$ cat config.mk
export PLATFORM = sky130hd
export DESIGN_NAME = ddrs_sram_core
export DESIGN_NICKNAME = d
export VERILOG_FILES = /design/src/hw/ddrs_lane_merge.v /design/src/hw/ddrs_sram_core.v
export VERILOG_INCLUDE_DIRS = /design/src /design/src/hw
export SDC_FILE = /design/constraint.sdc
export NUM_CORES = 1
export LEC_CHECK = 0
export ABC_AREA = 1
export BUFFER_PORTS_ARGS = -buffer_cell sky130_fd_sc_hd__buf_2
export CORE_MARGIN = 2
export CORE_UTILIZATION = 29
export CTS_CLUSTER_DIAMETER = 50
export DETAILED_ROUTE_END_ITERATION = 16
export PLACE_DENSITY_LB_ADDON = 0.12
export REMOVE_ABC_BUFFERS = 1
export SETUP_SLACK_MARGIN = 0.05
export SYNTH_ARGS = -nofsm -noshare
export SYNTH_HDL_FRONTEND = slang
export SYNTH_SLANG_ARGS = --single-unit
$ cat constraint.sdc
create_clock -name clk -period 2.2 [get_ports clk]
set_input_delay 0 -clock clk [delete_from_list [all_inputs] [get_ports clk]]
set_output_delay 0 -clock clk [all_outputs]
set_load 0.02 [all_outputs]
$ cat src/hw/ddrs_map.vh
`ifndef DDRS_MAP_VH
`define DDRS_MAP_VH

// data path widths (x18 organisation, x8 uses the low byte)
`define DDRS_DATA_W       18
`define DDRS_ADDR_W       4
`define DDRS_WORD_AW      5
`define DDRS_DEPTH        32
`define DDRS_BYTE_LANES   2
`define DDRS_BYTE_W       9
`define DDRS_NIB_LANES    2
`define DDRS_NIB_W        4
`define DDRS_X8_W         8

// burst address bit values
`define DDRS_BEAT_FIRST   1'h0
`define DDRS_BEAT_SECOND  1'h1

// beat phase of the internal clock
`define DDRS_PH_PRIMARY   1'h0
`define DDRS_PH_COMPL     1'h1

// impedance calibration
`define DDRS_CODE_W       4
`define DDRS_CODE_RESET   4'h8
`define DDRS_CODE_MAX     4'hF
`define DDRS_CODE_MIN     4'h0
`define DDRS_CODE_STEP    4'h1
`define DDRS_CAL_CNT_W    10
`define DDRS_CAL_PERIOD   10'h3FF
`define DDRS_CAL_CNT_ONE  10'h001
`define DDRS_CAL_CNT_ZERO 10'h000

// termination strength select levels
`define DDRS_TERM_STRONG  1'h0
`define DDRS_TERM_WEAK    1'h1

// reset values
`define DDRS_DQ_RESET     18'h00000
`define DDRS_ADDR_RESET   4'h0
`define DDRS_MASK_RESET   2'h3

`endif

$ cat src/hw/ddrs_lane_merge.v
`include "ddrs_map.vh"

// merges one write beat into the stored word, lane by lane
module ddrs_lane_merge
(
  input  wire [`DDRS_DATA_W-1:0]     old_word,
  input  wire [`DDRS_DATA_W-1:0]     new_word,
  input  wire [`DDRS_BYTE_LANES-1:0] byte_mask_n,
  input  wire [`DDRS_NIB_LANES-1:0]  nibble_mask_n,
  input  wire                        x8_mode,
  output wire [`DDRS_DATA_W-1:0]     merged_word,
  output wire                        any_lane
);

  genvar b;
  generate
    for (b = 0; b < `DDRS_DATA_W; b = b + 1)
    begin : g_bit
      wire take_bit;
      // a high mask keeps the stored bit; x8 bits above the byte never change
      if (b < `DDRS_X8_W)
      begin : g_low
        assign take_bit = x8_mode ? ~nibble_mask_n[b / `DDRS_NIB_W]
                                  : ~byte_mask_n[b / `DDRS_BYTE_W];
      end
      else
      begin : g_high
        assign take_bit = ~x8_mode & ~byte_mask_n[b / `DDRS_BYTE_W];
      end
      assign merged_word[b] = take_bit ? new_word[b] : old_word[b];
    end
  endgenerate

  assign any_lane = x8_mode ? ~(&nibble_mask_n) : ~(&byte_mask_n);

endmodule

$ cat src/hw/ddrs_sram_core.v
// Overview of operation
// every accepted read or write moves exactly two beats, never cut short
// controller may load a command every cycle or insert deselects
// deselect pipelined like a read; read finishes, then outputs float
// load strobe high ignores command inputs and deselects after bursts
// address, load strobe and read select sampled on primary rise only
// load low: read select high reads, low writes
// first read beat at primary edge n+2, second on next complementary
// controller gives first write beat at primary edge n+1
// second write beat captured at the complementary rise after the first
// masks sampled with each write beat, one mask per beat
// high byte mask keeps that 9-bit lane unchanged for that beat
// 8-bit variant masks 4-bit nibbles with nibble masks instead
// all masks high on both beats stores nothing: write abort
// one-bit burst counter: low address bit 0 then 1
// nop or write disables data drivers one cycle, 2.0 cycles later
// termination always on; select low strong, high weak
// cycle counter periodically triggers impedance evaluation and restarts
// each evaluation moves drive code at most one step
// termination code recalibrated by the same counter and step
// controller always drives data, masks and clocks to defined levels
// controller avoids bus contention and leaves turnaround after reads
`include "ddrs_map.vh"

// one clk period is half a memory clock: phase 0 is the primary rise,
// phase 1 the complementary rise.  both beats therefore land on clk edges.
module ddrs_sram_core
(
  input  wire                        clk,
  input  wire                        rst_n,
  input  wire                        clk_en,
  input  wire                        x8_mode,
  input  wire                        cmd_load_n,
  input  wire                        cmd_read,
  input  wire [`DDRS_ADDR_W-1:0]     sync_address,
  input  wire [`DDRS_DATA_W-1:0]     dq_in,
  input  wire [`DDRS_BYTE_LANES-1:0] byte_mask_n,
  input  wire [`DDRS_NIB_LANES-1:0]  nibble_mask_n,
  input  wire                        term_strength_sel,
  input  wire                        impedance_too_high,
  output reg  [`DDRS_DATA_W-1:0]     dq_out_reg,
  output reg                         dq_oe_n_reg,
  output reg                         k_phase_reg,
  output reg  [`DDRS_CODE_W-1:0]     drive_code_reg,
  output reg  [`DDRS_CODE_W-1:0]     term_code_reg,
  output reg                         term_weak_reg
);

  localparam ST_IDLE  = 3'h1;
  localparam ST_WRITE = 3'h2;
  localparam ST_READ  = 3'h4;

  reg  [`DDRS_DATA_W-1:0]    mem_reg [0:`DDRS_DEPTH-1];

  // stage 1: command taken at primary edge n
  reg  [2:0]                 s1_state_reg;
  reg  [`DDRS_ADDR_W-1:0]    s1_addr_reg;
  // stage 2: same command one memory cycle later (edge n+1)
  reg  [2:0]                 s2_state_reg;
  reg  [`DDRS_ADDR_W-1:0]    s2_addr_reg;
  // stage 3: the second read beat follows one clk after the first, but the
  // pipeline has already moved on, so its base address is kept here
  reg                        beat2_due_reg;
  reg  [`DDRS_ADDR_W-1:0]    rd_hold_reg;

  reg  [`DDRS_CAL_CNT_W-1:0] cal_cnt_reg;
  reg  [`DDRS_CAL_CNT_W-1:0] cal_cnt_next;
  reg  [`DDRS_CODE_W-1:0]    drive_code_next;
  reg  [`DDRS_CODE_W-1:0]    term_code_next;
  reg                        cal_fire;

  wire                       ph_primary;
  wire                       ph_compl;
  reg  [2:0]                 cmd_state;
  reg  [`DDRS_WORD_AW-1:0]   wr_index;
  reg  [`DDRS_WORD_AW-1:0]   rd_index;
  reg                        wr_active;
  wire [`DDRS_DATA_W-1:0]    merged_word;
  wire                       any_lane;

  assign ph_primary = (k_phase_reg == `DDRS_PH_PRIMARY);
  assign ph_compl   = (k_phase_reg == `DDRS_PH_COMPL);

  // command decode, only meaningful on a primary rise
  always @*
  begin
    if (cmd_load_n)
      cmd_state = ST_IDLE;
    else if (cmd_read)
      cmd_state = ST_READ;
    else
      cmd_state = ST_WRITE;
  end

  // burst beat selects the low word address bit
  always @*
  begin
    wr_active = 1'b0;
    wr_index  = {s1_addr_reg, `DDRS_BEAT_FIRST};
    rd_index  = {s2_addr_reg, `DDRS_BEAT_FIRST};
    case (s1_state_reg)
      ST_WRITE:
        wr_active = ph_primary;
      default:
        wr_active = 1'b0;
    endcase
    if (ph_compl)
    begin
      case (s2_state_reg)
        ST_WRITE:
          wr_active = 1'b1;
        default:
          wr_active = 1'b0;
      endcase
      wr_index = {s2_addr_reg, `DDRS_BEAT_SECOND};
      rd_index = {rd_hold_reg, `DDRS_BEAT_SECOND};
    end
  end

  // masks are sampled with the beat they belong to
  ddrs_lane_merge u_merge
  (
    .old_word      (mem_reg[wr_index]),
    .new_word      (dq_in),
    .byte_mask_n   (byte_mask_n),
    .nibble_mask_n (nibble_mask_n),
    .x8_mode       (x8_mode),
    .merged_word   (merged_word),
    .any_lane      (any_lane)
  );

  // storage; a beat with every lane masked writes nothing, so a write with
  // both beats fully masked leaves memory untouched
  always @(posedge clk)
  begin
    if (clk_en && wr_active && any_lane)
      mem_reg[wr_index] <= merged_word;
  end

  // beat phase and command pipeline
  always @(posedge clk or negedge rst_n)
  begin
    if (!rst_n)
    begin
      k_phase_reg  <= `DDRS_PH_PRIMARY;
      s1_state_reg <= ST_IDLE;
      s1_addr_reg  <= `DDRS_ADDR_RESET;
      s2_state_reg <= ST_IDLE;
      s2_addr_reg  <= `DDRS_ADDR_RESET;
    end
    else if (clk_en)
    begin
      k_phase_reg <= ~k_phase_reg;
      if (ph_primary)
      begin
        // command and address inputs are looked at only here, never on the complementary rise
        s1_state_reg <= cmd_state;
        s1_addr_reg  <= sync_address;
        // a command once taken always runs through both beats
        s2_state_reg <= s1_state_reg;
        s2_addr_reg  <= s1_addr_reg;
      end
    end
  end

  // read data and driver enable; deselect and write walk the same two
  // stages as a read, so a deselect right after a read lets both read
  // beats out before the drivers float
  always @(posedge clk or negedge rst_n)
  begin
    if (!rst_n)
    begin
      dq_out_reg    <= `DDRS_DQ_RESET;
      dq_oe_n_reg   <= 1'b1;
      beat2_due_reg <= 1'b0;
      rd_hold_reg   <= `DDRS_ADDR_RESET;
    end
    else if (clk_en)
    begin
      if (ph_primary)
      begin
        if (s2_state_reg == ST_READ)
        begin
          dq_out_reg    <= mem_reg[rd_index];
          dq_oe_n_reg   <= 1'b0;
          beat2_due_reg <= 1'b1;
          rd_hold_reg   <= s2_addr_reg;
        end
        else
        begin
          dq_oe_n_reg   <= 1'b1;               // see
          beat2_due_reg <= 1'b0;
        end
      end
      else if (beat2_due_reg)
        dq_out_reg <= mem_reg[rd_index];
    end
  end

  // calibration timer: fires once per period then restarts
  always @*
  begin
    cal_fire     = (cal_cnt_reg == `DDRS_CAL_PERIOD);
    cal_cnt_next = cal_cnt_reg + `DDRS_CAL_CNT_ONE;
    if (cal_fire)
      cal_cnt_next = `DDRS_CAL_CNT_ZERO;
  end

  // single-step move toward the reference; saturation avoids wrapping a
  // strong driver into its weakest code
  always @*
  begin
    drive_code_next = drive_code_reg;
    term_code_next  = term_code_reg;
    if (cal_fire)
    begin
      if (impedance_too_high)
      begin
        if (drive_code_reg != `DDRS_CODE_MAX)
          drive_code_next = drive_code_reg + `DDRS_CODE_STEP;
        if (term_code_reg != `DDRS_CODE_MAX)
          term_code_next = term_code_reg + `DDRS_CODE_STEP;
      end
      else
      begin
        if (drive_code_reg != `DDRS_CODE_MIN)
          drive_code_next = drive_code_reg - `DDRS_CODE_STEP;
        if (term_code_reg != `DDRS_CODE_MIN)
          term_code_next = term_code_reg - `DDRS_CODE_STEP;
      end
    end
  end

  always @(posedge clk or negedge rst_n)
  begin
    if (!rst_n)
    begin
      cal_cnt_reg    <= `DDRS_CAL_CNT_ZERO;
      drive_code_reg <= `DDRS_CODE_RESET;
      term_code_reg  <= `DDRS_CODE_RESET;
      term_weak_reg  <= `DDRS_TERM_WEAK;
    end
    else if (clk_en)
    begin
      cal_cnt_reg    <= cal_cnt_next;
      drive_code_reg <= drive_code_next;
      term_code_reg  <= term_code_next;
      // termination never switches off, only its strength follows the pin
      term_weak_reg  <= (term_strength_sel == `DDRS_TERM_WEAK);
    end
  end

endmodule

* Word level (Yosys, flattened, before mapping)
Memories as Yosys holds them, arrays and structs flattened.
Index checks and enable logic that the tools add are counted.
** Cells by class
- $add $sub $neg :: 5
- Reduce and logical (&&, ||, !) cells :: 18
- Mux-type cells :: 42
- Equal/unequal tests :: 13
- Bitwise logic cells :: 10
** Operators by type and width (number)
- $mux W18 :: 3
- $mux W1 :: 28
- $mux W4 :: 6
- $reduce_and A2 Y1 :: 7
- $add A10 B1 Y10 const B :: 1
- $eq A10 B10 Y1 const B :: 1
- $mux W10 :: 1
- $mux W5 :: 2
- $add A4 B1 Y4 const B :: 2
- $ne A4 B4 Y1 const B :: 2
- $not A1 Y1 :: 8
- $reduce_and A4 Y1 :: 2
- $reduce_bool A4 Y1 :: 2
- $sub A4 B1 Y4 const B :: 2
- $eq A3 B2 Y1 const B :: 2
- $mux W3 :: 2
- $ne A2 B1 Y1 const B :: 3
- $reduce_and A3 Y1 :: 2
- $reduce_bool A2 Y1 :: 3
- $ne A1 B1 Y1 const B :: 4
- $eq A3 B3 Y1 const B :: 1
- $and A1 B1 Y1 :: 2
- $logic_and A1 B1 Y1 :: 2
** Word-level totals
- Input port bits :: 34
- Flip-flop bits (word level) :: 58
- Memories kept :: 1
- Output and inout bits :: 29
- RAM bits :: 576
** Memory list
- mem_reg :: words 32, width 18, rd ports 1, clocked after memory_dff 0, wr ports 1, RTL line ddrs_sram_core.v:53 : reg [`DDRS_DATA_W-1:0] mem_reg [0:`DDRS_DEPTH-1];

* Longest topological paths before layout
Gate-level depths: netlist (run 1).
- Word-level depth :: 8
- Depth in mapped cells :: 13
- Depth with buffers taken out :: 11

* By module
A second synthesis (run 1) with hierarchy kept.
** Unflattened totals
- Cell total of the unflattened synthesis :: 3490
- Area total of the unflattened synthesis :: 30775.8 µm²
** Modules (own cells, without submodules)
- ddrs_sram_core :: times used 1, area each 30485.5 µm², seq. area each 18755.5 µm², cells an instance 3422
- ddrs_lane_merge :: times used 1, area each 290.3 µm², seq. area each 0.0 µm², cells an instance 68

* Least setup slack after synthesis (run 1)
No wires, ideal clock.
- Kind :: flip-flop to flip-flop
- Start point :: register k_phase_reg
- End point :: memory mem_reg[0][10] (netlist name), enable pin
- Arrival :: 1.965 ns
- Setup slack :: -0.139 ns
- Data required time :: 1.826 ns
- Setup time :: 0.374 ns
- Path buffers :: 2
- Cell stages (with the launch flop) :: 8
- Cells stage by stage :: dfrtp_1 -> buf_6 -> buf_4 -> o21ai_2 -> inv_2 -> nor3_2 -> nand2_1 -> nor2_1
** On the way
- Cells in the longest elaborated chain, start to end :: 8
** Ends and longest elaborated chain
- from (decl) :: RTL line ddrs_sram_core.v:43 : output reg k_phase_reg,
- from (signal assigned) :: RTL line ddrs_sram_core.v:145 : k_phase_reg <= `DDRS_PH_PRIMARY;
- from (signal assigned) :: RTL line ddrs_sram_core.v:153 : k_phase_reg <= ~k_phase_reg;
- $not A1 Y1 (no line)
- $mux W1 :: RTL line ddrs_sram_core.v:101 : case (s1_state_reg)
- $mux W1 :: RTL line ddrs_sram_core.v:107 : if (ph_compl)
- $logic_and A1 B1 Y1 (2 in series) :: RTL line ddrs_sram_core.v:136 : if (clk_en && wr_active && any_lane)
- $mux W1 :: RTL line ddrs_sram_core.v:136
- $mux W1 (not written as such) :: RTL line ddrs_sram_core.v:137 : mem_reg[wr_index] <= merged_word;
- $reduce_and A2 Y1 (no line)
- to (decl) :: RTL line ddrs_sram_core.v:53
Several ways; a longest one is shown, not always the timed one.

* Final worst setup path (run 1)
- Start point :: register k_phase_reg
- End point :: memory mem_reg[28][0] (netlist name), enable pin
The elaborated chain is that of the path after synthesis.

==> flow_summary.yaml, run 1 <==
finish:
  num_antenna_cells: 0
  final_common_cell: "nand2_1"
  largest_reg_flops: 576
  layout-drive-gt1-share: 0.2331
  synthToLayoutAreaGrowth_pct: 33.29
  layout.cells.non_filler: 4146
  utilization: 0.3905
  mostFrequentLayoutCells: "1147 x nand2_1, 576 x edfxtp_1, 291 x nand3_1, 145 x buf_4, 100 x clkbuf_16"
  nNetsFinal: 2930
  finalInstanceArea_um2: 35800
  n_fill_cell: 8941
sta:
  hold_viol: 0
  fmaxAchievable_ghz: 0.4361
  layout_setup_ws_ns: -0.09324
  finalSetupTns_ns: -15.05
  relSlewSlack: 0.4047
  fin_hold_ws_ns: 0.006894
  tightest_slew_ns: 0.8930
  fin_crit_ns: 2.293
  skew_ns: 0.02304
  grt_setup_unrepaired: "yes"
  setup_violations: 394
  period_share: 1.042
  slew_viol_final: 0
setup_path:
  crit_fanout: 8
  r2r_cells: 10
  arrival_ns: 2.66
  critical_path.endpoint_type: "flop"
  critPathKind: "flop to flop"
  startpoint_type: "flop"
  cp.required_ns: 2.57
power_and_ir_drop:
  p_leak_nw: 13.98
  power_switching_mw: 12.21
  switching_share: 0.3181
  p_comb_frac: 0.260
  p_per_area_nw_per_um2: 1073
  irDropWorstVdd_mv: 0.5837
  p_int_mw: 26.19
  clkPwrFrac: 0.380
  seqPwrFrac: 0.360
  p_total_mw: 38.40
place:
  dpl_worst_slack_ns: -0.1388
  place_area_um2: 30190
  place.port_buffers: 62
  gp_congestion: 0.8320
  placedCellCount: 3892
  dp_hpwl_um: 53310
cts:
  cts.sinks: 634
  clk_pin_slew_ns: 0.06
  cts_tree: "done"
  cts.root.buffer_cell: "clkbuf_16"
  clkLatencyLatePin_ns: 0.66
  clk_path_buf_depth: 3
  numCtsBuffers: 87
  ctsHtreeMaxLevel: 3
die:
  dieArea_um2: 95050
  die_x_um: 308.3
  pin_count: 63
  die_y_um: 308.3
  core_um2: 91660
  rows: 111
  initial_core_util: 0.2930
logic_synthesis:
  ys_types: 34
  yosys_warnings: 0
  synth.area.top_cells: "edfxtp_1 64%, nand2_1 16%, nand3_1 6.2%, dfrtp_1 4.8%, nor2_1 2.1%"
  async_flop_share: 0.09148
  synth_edf_count: 576
  syn-cell-area_um2: 26850
  ys_ff_latch: 634
  yosysTopAreaCell: "edfxtp_1"
  synthFlopType: "edfxtp_1"
  seq_area_frac_synth: 0.6984
  synthCells: 2550
  yosysTopAreaCellShare: 0.6441
  syn_avg_cell_area_um2: 10.53
detailed_routing:
  via_per_inst: 4.773
  vias: 19790
  wl_per_cell_um: 21.92
  drt_iter0_markers: 1630
  first_pass_iters: 6
  ant_nets: 0
  totalWireLength_um: 90870
  drcViolationCount: 0
global_routing:
  grt_max_degree: 53
  antenna_found_initial: 2
  track_usage: 0.1860
  grt_pass1_vias: 19820
  grt.overflow.total: 0
  grt_pass1_wl_um: 129800
run_status:
  violations: "negative setup slack"
  status: "complete, but fails checks"
min_path:
  hold_path.class: "input pin to flop"
  whs_path_depth: 1
flow_run:
  maxCapViolations: 0
metal layers:
layer / global-route usage / part of all wire / wire length (um) / up-vias
met2: 0.3102 / 0.48 / 43270 / 527
met3: 0.02419 / 0.048 / 4352 / 141
met1: 0.2533 / 0.45 / 41080 / 9821
met4: 0.05320 / 0.024 / 2171 / 0
li1: - / - / - / 9298
met5: 0 / 0 / 0 / -
path summary, 6_finish.rpt:
check,to,from,slack [ns]
max in group asynchronous,dq_out_reg[0],rst_n,1.82
max,mem_reg[28][0],k_phase_reg,-0.09
max reg2reg,mem_reg[28][0],k_phase_reg,-0.09
min in group asynchronous,drive_code_reg[3],rst_n,0.03
min,mem_reg[0][9],dq_in[9],0.007
min reg2reg,dq_out_reg[9],dq_out_reg[9],0.47
cell usage after synthesis, types with 5 or more instances:
master,count
inv_2,10
nor3_2,6
dfstp_2,6
nor3_1,7
buf_2,79
nand3_1,330
nor2_1,150
dfrtp_1,52
a21oi_1,6
xnor2_1,5
inv_1,28
edfxtp_1,576
ha_1,5
clkbuf_1,42
xor2_1,6
o21ai_0,23
buf_4,9
nand3_2,5
nand2_1,1179
o21ai_2,6
cells by family after synthesis:
| family | count (synthesis) | synth area share |
|---|---|---|
| adders and majority gates | 7 | 0.003821 |
| DFF | 634 | 0.6984 |
| xor gates and xnor gates | 11 | 0.003587 |
| and+or+nand+nor | 1684 | 0.2545 |
| buffers and inverters | 172 | 0.02926 |
| AOI/OAI and AO/OA | 42 | 0.01039 |
final cells by class:
cell class,count,area (um^2),area share
Clock buffer,102,2293,0.06407
Clock inverter,58,718.2,0.02006
Inverter,38,162.7,0.004544
Multi-Input combinational cell,1744,8115,0.2267
Sequential cell,634,18760,0.5241
Tap cell,1186,1484,0.04146
Timing Repair Buffer,384,4263,0.1191
timing repair:
| action | CTS | global route |
|---|---|---|
| pin swaps | 5 | 23 |
| hold buffers | 28 | 0 |
| gates resized for setup | 167 | 178 |
| setup buffers | 19 | 12 |
| hold endpoints to repair | 474 | 0 |
| cloned | 20 | 17 |
| endpoints found under the setup margin | 520 | 595 |
power by group through the flow:
stage                     registers, mW  clock network, mW  logic (mW)
final                              13.8               14.6        9.97
after global placement             14.1                  0        7.97
after CTS                          13.8               14.9        9.16
after floorplan                    14.3                  0        3.99
after detailed placement           14.1                  0        7.96
after global routing               13.9               15.4        10.8
worst max-delay path, stage by stage (launching register included):
cell and delay (ns):
dfrtp_4 0.52, buf_8 0.16, inv_12 0.07, nand4_1 0.13, o41ai_4 0.10, buf_4 0.21
buf_6 0.10, nand3_4 0.18, clkbuf_16 0.31, nor2_4 0.10, buf_6 0.12
(Power assumes the default switching activity.)
==> run 2: changes to the inputs <==
CELL_PAD_IN_SITES_DETAIL_PLACEMENT = 0   (was default)
CELL_PAD_IN_SITES_GLOBAL_PLACEMENT = 1   (was default)
==> run 2 against run 1 <==
Net effect:
- the flow still finishes with violations (negative setup slack)
- critical path depth shrank 1
- non-clock buffer count shrank 64
- flip-flop and latch count is the same
- clock-buffer cell count grew 6
- largest power group unchanged
- highest routed layer unchanged
==> flow_summary.yaml, run 2 (same netlist as run 1, synthesis figures left out) <==
detailed_routing:
  vias: 19100
  drcViolationCount: 0
  drt_iter0_markers: 1260
  ant_nets: 0
  via_per_inst: 4.675
  wl_per_cell_um: 21.58
  first_pass_iters: 5
  totalWireLength_um: 88190
cts:
  ctsHtreeMaxLevel: 3
  numCtsBuffers: 88
  cts.root.buffer_cell: "clkbuf_16"
  clk_path_buf_depth: 3
  clkLatencyLatePin_ns: 0.65
  cts_tree: "done"
  cts.sinks: 634
  clk_pin_slew_ns: 0.06
place:
  place.port_buffers: 62
  place_area_um2: 29810
  gp_congestion: 0.7584
  dp_hpwl_um: 52220
setup_path:
  critPathBufInv: 5
  startpoint_type: "flop"
  cp.required_ns: 2.53
  critPathKind: "flop to flop"
  arrival_ns: 2.53
  cpMaxStageDelayCell: "dfrtp_4"
  crit_fanout: 8
  critical_path.endpoint_type: "flop"
  max_stage_delay_ns: 0.54
  cp_cell_sequence: "o21ai_4 > inv_2 > buf_4 > nor3_4 > buf_6 > nand2_1 > buf_6 > nor2_4 > buf_6"
  crit_top_cell: "buf_6"
  critPathTopFamily: "buffers and inverters"
finish:
  finalInstanceArea_um2: 34670
  multi_input_area_um2: 8000
  final_common_cell: "nand2_1"
  n_fill_cell: 9103
  area.sequential_um2: 18760
  layout-drive-gt1-share: 0.2062
  num_antenna_cells: 0
  nNetsFinal: 2868
  synthToLayoutAreaGrowth_pct: 29.12
  largest_reg_flops: 576
  mostFrequentLayoutCells: "1138 x nand2_1, 576 x edfxtp_1, 269 x nand3_1, 136 x buf_4, 129 x nor2_1"
sta:
  hold_viol: 0
  fin_hold_ws_ns: 0.01943
  period_share: 1.003
  layout_setup_ws_ns: -0.007087
  fmaxAchievable_ghz: 0.4531
  setup_violations: 5
  relSlewSlack: 0.4257
  slew_viol_final: 0
  skew_ns: 0.02807
  tightest_slew_ns: 0.8614
  grt_setup_unrepaired: "yes"
  fin_crit_ns: 2.207
power_and_ir_drop:
  p_leak_nw: 13.60
  p_total_mw: 37.82
  p_per_area_nw_per_um2: 1091
  irDropWorstVdd_mv: 0.5894
global_routing:
  track_usage: 0.1846
  grt_max_degree: 88
  antenna_found_initial: 2
  grt_pass1_vias: 19500
  grt_pass1_wl_um: 128300
  grt.overflow.total: 0
die:
  die_x_um: 308.3
  initial_core_util: 0.2930
  rows: 111
  core_um2: 91660
  pin_count: 63
  dieArea_um2: 95050
  die_y_um: 308.3
run_status:
  violations: "negative setup slack"
  status: "complete, but fails checks"
min_path:
  hold_path.class: "input pin to asynchronous set/reset pin"
flow_run:
  maxCapViolations: 0
run 2: cell types whose count changed in the layout (fill, tap and decap cells not counted), sizes merged:
cell / delta
bufbuf: -3
dlygate4sd3: -2
clkinvlp: +1
inv: -6
nand2: +1
buf: -53
clkinv: +5
bufinv: -3
run 2: metal layers:
metal,wire [um],vias up,share of wire,track usage
li1,-,9155,-,-
met1,38880,9474,0.44,0.2382
met2,44180,354,0.50,0.3215
met3,2961,121,0.034,0.02446
met4,2172,0,0.025,0.05672
met5,0,-,0,0
run 2: power by group:
part           switching, mW  total [mW]  internal, mW
Combinational           6.23        9.80          3.56
Sequential             0.373        13.9          13.5
Clock                   5.54        14.1          8.60
Total                   12.1        37.8          25.7
run 2: area by class of cell:
cell class | instances | share of cell area
inverter | 38 | 0.005088
sequential | 634 | 0.5410
clock inverter | 55 | 0.01808
clock buffer | 108 | 0.06629
multi-input combinational | 1745 | 0.2307
timing repair buffer | 320 | 0.09599
tap | 1186 | 0.04280
run 2: path summary, 6_finish.rpt:
check	start	end	slack (ns)	depth (start not counted)
worst max register to register	k_phase_reg	mem_reg[21][16]	-0.007	9
max in group asynchronous	rst_n	drive_code_reg[3]	1.41	3
min in group clk	dq_in[9]	mem_reg[12][9]	0.02	1
worst min-delay path	rst_n	dq_out_reg[11]	0.02	2
worst min register to register	cal_cnt_reg[8]	cal_cnt_reg[8]	0.48	1
worst max-delay path	k_phase_reg	mem_reg[21][16]	-0.007	9
run 2: worst reg2reg max path, delay by kind of cell (launching register included):
family | cells | cell delay, ns
AO/OA/AOI/OAI | 1 | 0.19
buffers and inverters | 5 | 0.73
flip-flops | 1 | 0.54
AND/OR/NAND/NOR | 3 | 0.42
run 2: per-stage QoR:
stage	setup TNS [ns]	setup slack, ns	util	instances
after global routing	-2.089	-0.04442	0.3783	4086
after floorplan	-6059.02	-10.19	-	2416
final	-0.02446	-0.007087	0.3783	4086
after global placement	-14.07	-0.1573	0.3252	3852
after CTS	0	0.003049	0.3709	4068
after detailed placement	-16.36	-0.1958	0.3252	3852
run 2: repair_timing:
item | CTS | global route
cloned | 12 | 8
hold endpoints to repair | 423 | 0
resized for setup | 128 | 113
pin swaps | 14 | 22
buffers inserted | 18 | 10
setup endpoints to repair | 361 | 469
hold buffers | 25 | 0
==> run 3: changes to the inputs <==
ABC_AREA = default   (was 1)
==> run 3 against run 2 <==
Net effect:
- the flow still finishes with violations (negative setup slack)
- clock-buffer cell count is 5 lower
- register-to-register slack worse by 0.099 ns
- final area is 1.8% lower
- highest routed layer unchanged
- via count is 17% lower
- critical path depth is 2 lower
- flip-flop and latch count stayed put
- combinational power is 32% higher
- die area is 3.1% lower
==> flow_summary.yaml, run 3 <==
logic_synthesis:
  yosysTopAreaCellShare: 0.6653
  ys_types: 70
  syn_avg_cell_area_um2: 15.98
  synth_most_common_cell: "edfxtp_1"
  ys_ff_latch: 634
  synth.area.top_cells: "edfxtp_1 67%, mux2i_1 9.0%, dfrtp_1 5.0%, nor2_1 2.3%, mux4_2 2.1%"
  synthCells: 1627
  seq_area_frac_synth: 0.7214
  synth_edf_count: 576
  async_flop_share: 0.09148
  synthFlopType: "edfxtp_1"
  yosysTopAreaCell: "edfxtp_1"
  syn-cell-area_um2: 26000
  synthTopCellsByCount: "576 x edfxtp_1, 235 x mux2i_1, 158 x nor2_1, 111 x nand2_1, 52 x dfrtp_1"
  yosys_warnings: 0
setup_path:
  startpoint_type: "flop"
  cpMaxStageDelayCell: "dfrtp_4"
  critical_path.endpoint_type: "flop"
  r2r_end: "mem_reg[3][16]"
  cp.required_ns: 2.53
  reg2reg_setup_slack_ns: -0.11
  arrival_ns: 2.63
  crit_fanout: 32
  critPathKind: "flop to flop"
  r2r_cells: 7
  crit_top_cell: "buf_6"
  r2r_start: "k_phase_reg"
  critPathTopFamily: "simple AND/OR/NAND/NOR gates"
  cp_cell_sequence: "buf_6 > nor4b_2 > o21ai_1 > or3_4 > buf_12 > nor2_4 > buf_6"
  max_stage_delay_ns: 0.52
  crit_cells: 7
  critPathBufInv: 3
finish:
  nNetsFinal: 2076
  n_fill_cell: 8334
  layout.cells.non_filler: 3272
  synthToLayoutAreaGrowth_pct: 30.90
  final_common_cell: "edfxtp_1"
  utilization: 0.3839
  largest_reg_flops: 576
  num_antenna_cells: 0
  mostFrequentLayoutCells: "576 x edfxtp_1, 235 x buf_4, 228 x mux2i_1, 112 x nor2_1, 102 x nand2_1"
  layout-drive-gt1-share: 0.3223
  finalInstanceArea_um2: 34030
sta:
  layout_setup_ws_ns: -0.1058
  tightest_slew_ns: 0.8540
  fin_hold_ws_ns: 0.009089
  hold_viol: 0
  slew_viol_final: 0
  grt_setup_unrepaired: "yes"
  fmaxAchievable_ghz: 0.4337
  relSlewSlack: 0.4307
  fin_crit_ns: 2.306
  skew_ns: 0.01795
  finalSetupTns_ns: -28.01
  period_share: 1.048
  setup_violations: 480
die:
  die_y_um: 303.4
  dieArea_um2: 92070
  rows: 109
  pin_count: 63
  die_x_um: 303.4
  initial_core_util: 0.2933
  core_um2: 88650
min_path:
  min_to: "mem_reg[7][10]"
  hold_path.class: "input pin to flop"
  hold_start: "dq_in[10]"
  whs_path_depth: 1
global_routing:
  grt_pass1_vias: 16110
  track_usage: 0.1797
  grt_pass1_wl_um: 117100
  grt_max_degree: 34
  grt.overflow.total: 0
  antenna_found_initial: 1
cts:
  cts_tree: "done"
  cts.sinks: 634
  numCtsBuffers: 89
  clk_pin_slew_ns: 0.05
  ctsHtreeMaxLevel: 3
  cts.root.buffer_cell: "clkbuf_16"
  clkLatencyLatePin_ns: 0.63
  clk_path_buf_depth: 3
detailed_routing:
  wl_per_cell_um: 25.37
  drt_iter0_markers: 1044
  via_per_inst: 4.853
  ant_nets: 0
  totalWireLength_um: 83010
  drcViolationCount: 0
  first_pass_iters: 5
  vias: 15880
place:
  place.port_buffers: 62
  placedCellCount: 3055
  place_area_um2: 29720
  dpl_worst_slack_ns: -0.3315
  dp_hpwl_um: 55810
  gp_congestion: 0.7998
power_and_ir_drop:
  p_total_mw: 41.54
  p_leak_nw: 11.93
  p_per_area_nw_per_um2: 1220
  irDropWorstVdd_mv: 0.6484
run_status:
  violations: "negative setup slack"
  status: "complete, but fails checks"
flow_run:
  maxCapViolations: 0
-- run 3: changes by cell type in the layout (fill, tap and decap cells not counted), moves of 20 or more --
cell and change:
nor2_4 +20, buf_4 +99, nand3_1 -256, a21oi_1 +35, nand3_2 -64, inv_1 -22
mux2i_1 +228, a22oi_1 +35, nand2_1 -1036, mux4_2 +24, nor2b_1 +33, nand2_2 -22
a211oi_1 +24
-- run 3: logic make-up after synthesis --
| logic type | after synthesis | share of synthesized area |
|---|---|---|
| DFF | 634 | 0.7214 |
| muxes | 281 | 0.1219 |
| xor gates and xnor gates | 14 | 0.004716 |
| and+or+nand+nor | 377 | 0.06593 |
| adders and majority gates | 7 | 0.003946 |
| AOI/OAI and AO/OA | 217 | 0.06044 |
| buffers and inverters | 97 | 0.02166 |
-- run 3: metal layers --
layer,track usage,wire length (um),vias up
met5,0,0,-
met1,0.2565,38610,8250
met4,0.04634,1561,0
li1,-,-,7137
met3,0.02699,3926,99
met2,0.2870,38920,393
-- run 3: worst max-delay path by stage --
stage / slack (ns) / start / end
floorplan: -2.77 / k_phase_reg / mem_reg[0][10]
global placement: -0.32 / k_phase_reg / mem_reg[8][17]
detailed placement: -0.33 / k_phase_reg / dq_out_reg[6]
CTS: -0.1 / k_phase_reg / dq_out_reg[14]
global route: -0.18 / k_phase_reg / mem_reg[9][10]
finish: -0.11 / k_phase_reg / mem_reg[3][16]
-- run 3: timing repair --
item	in CTS	in global routing
buffers inserted	10	6
endpoints found under the hold margin	400	0
gates resized for setup	103	84
setup endpoints to repair	562	585
hold buffers	26	0
pin swaps	9	12
cloned	7	5
-- run 3: cell type report --
cell class	instances	area (um^2)	area share
flip-flops and latches	634	18770	0.5516
well taps	1165	1458	0.04283
clock buffers	103	2332	0.06853
repair buffers	408	3627	0.1066
clock inverters	60	661.9	0.01945
inverters	6	22.52	0.0006617
multi-input cells	896	7158	0.2103
-- run 3: power breakdown --
group | leakage (nW) | total (mW) | internal (mW) | switching, mW
registers | 5.90 | 14.2 | 13.6 | 0.582
logic | 4.57 | 12.9 | 5.40 | 7.46
clock network | 1.46 | 14.5 | 8.97 | 5.52
total | 11.9 | 41.5 | 28.0 | 13.6
-- run 3: worst register-to-register path, cell delays in order, from the launching register on --
cell,delay (ns)
dfrtp_4,0.52
buf_6,0.15
nor4b_2,0.25
o21ai_1,0.13
or3_4,0.37
buf_12,0.20
nor2_4,0.23
buf_6,0.16
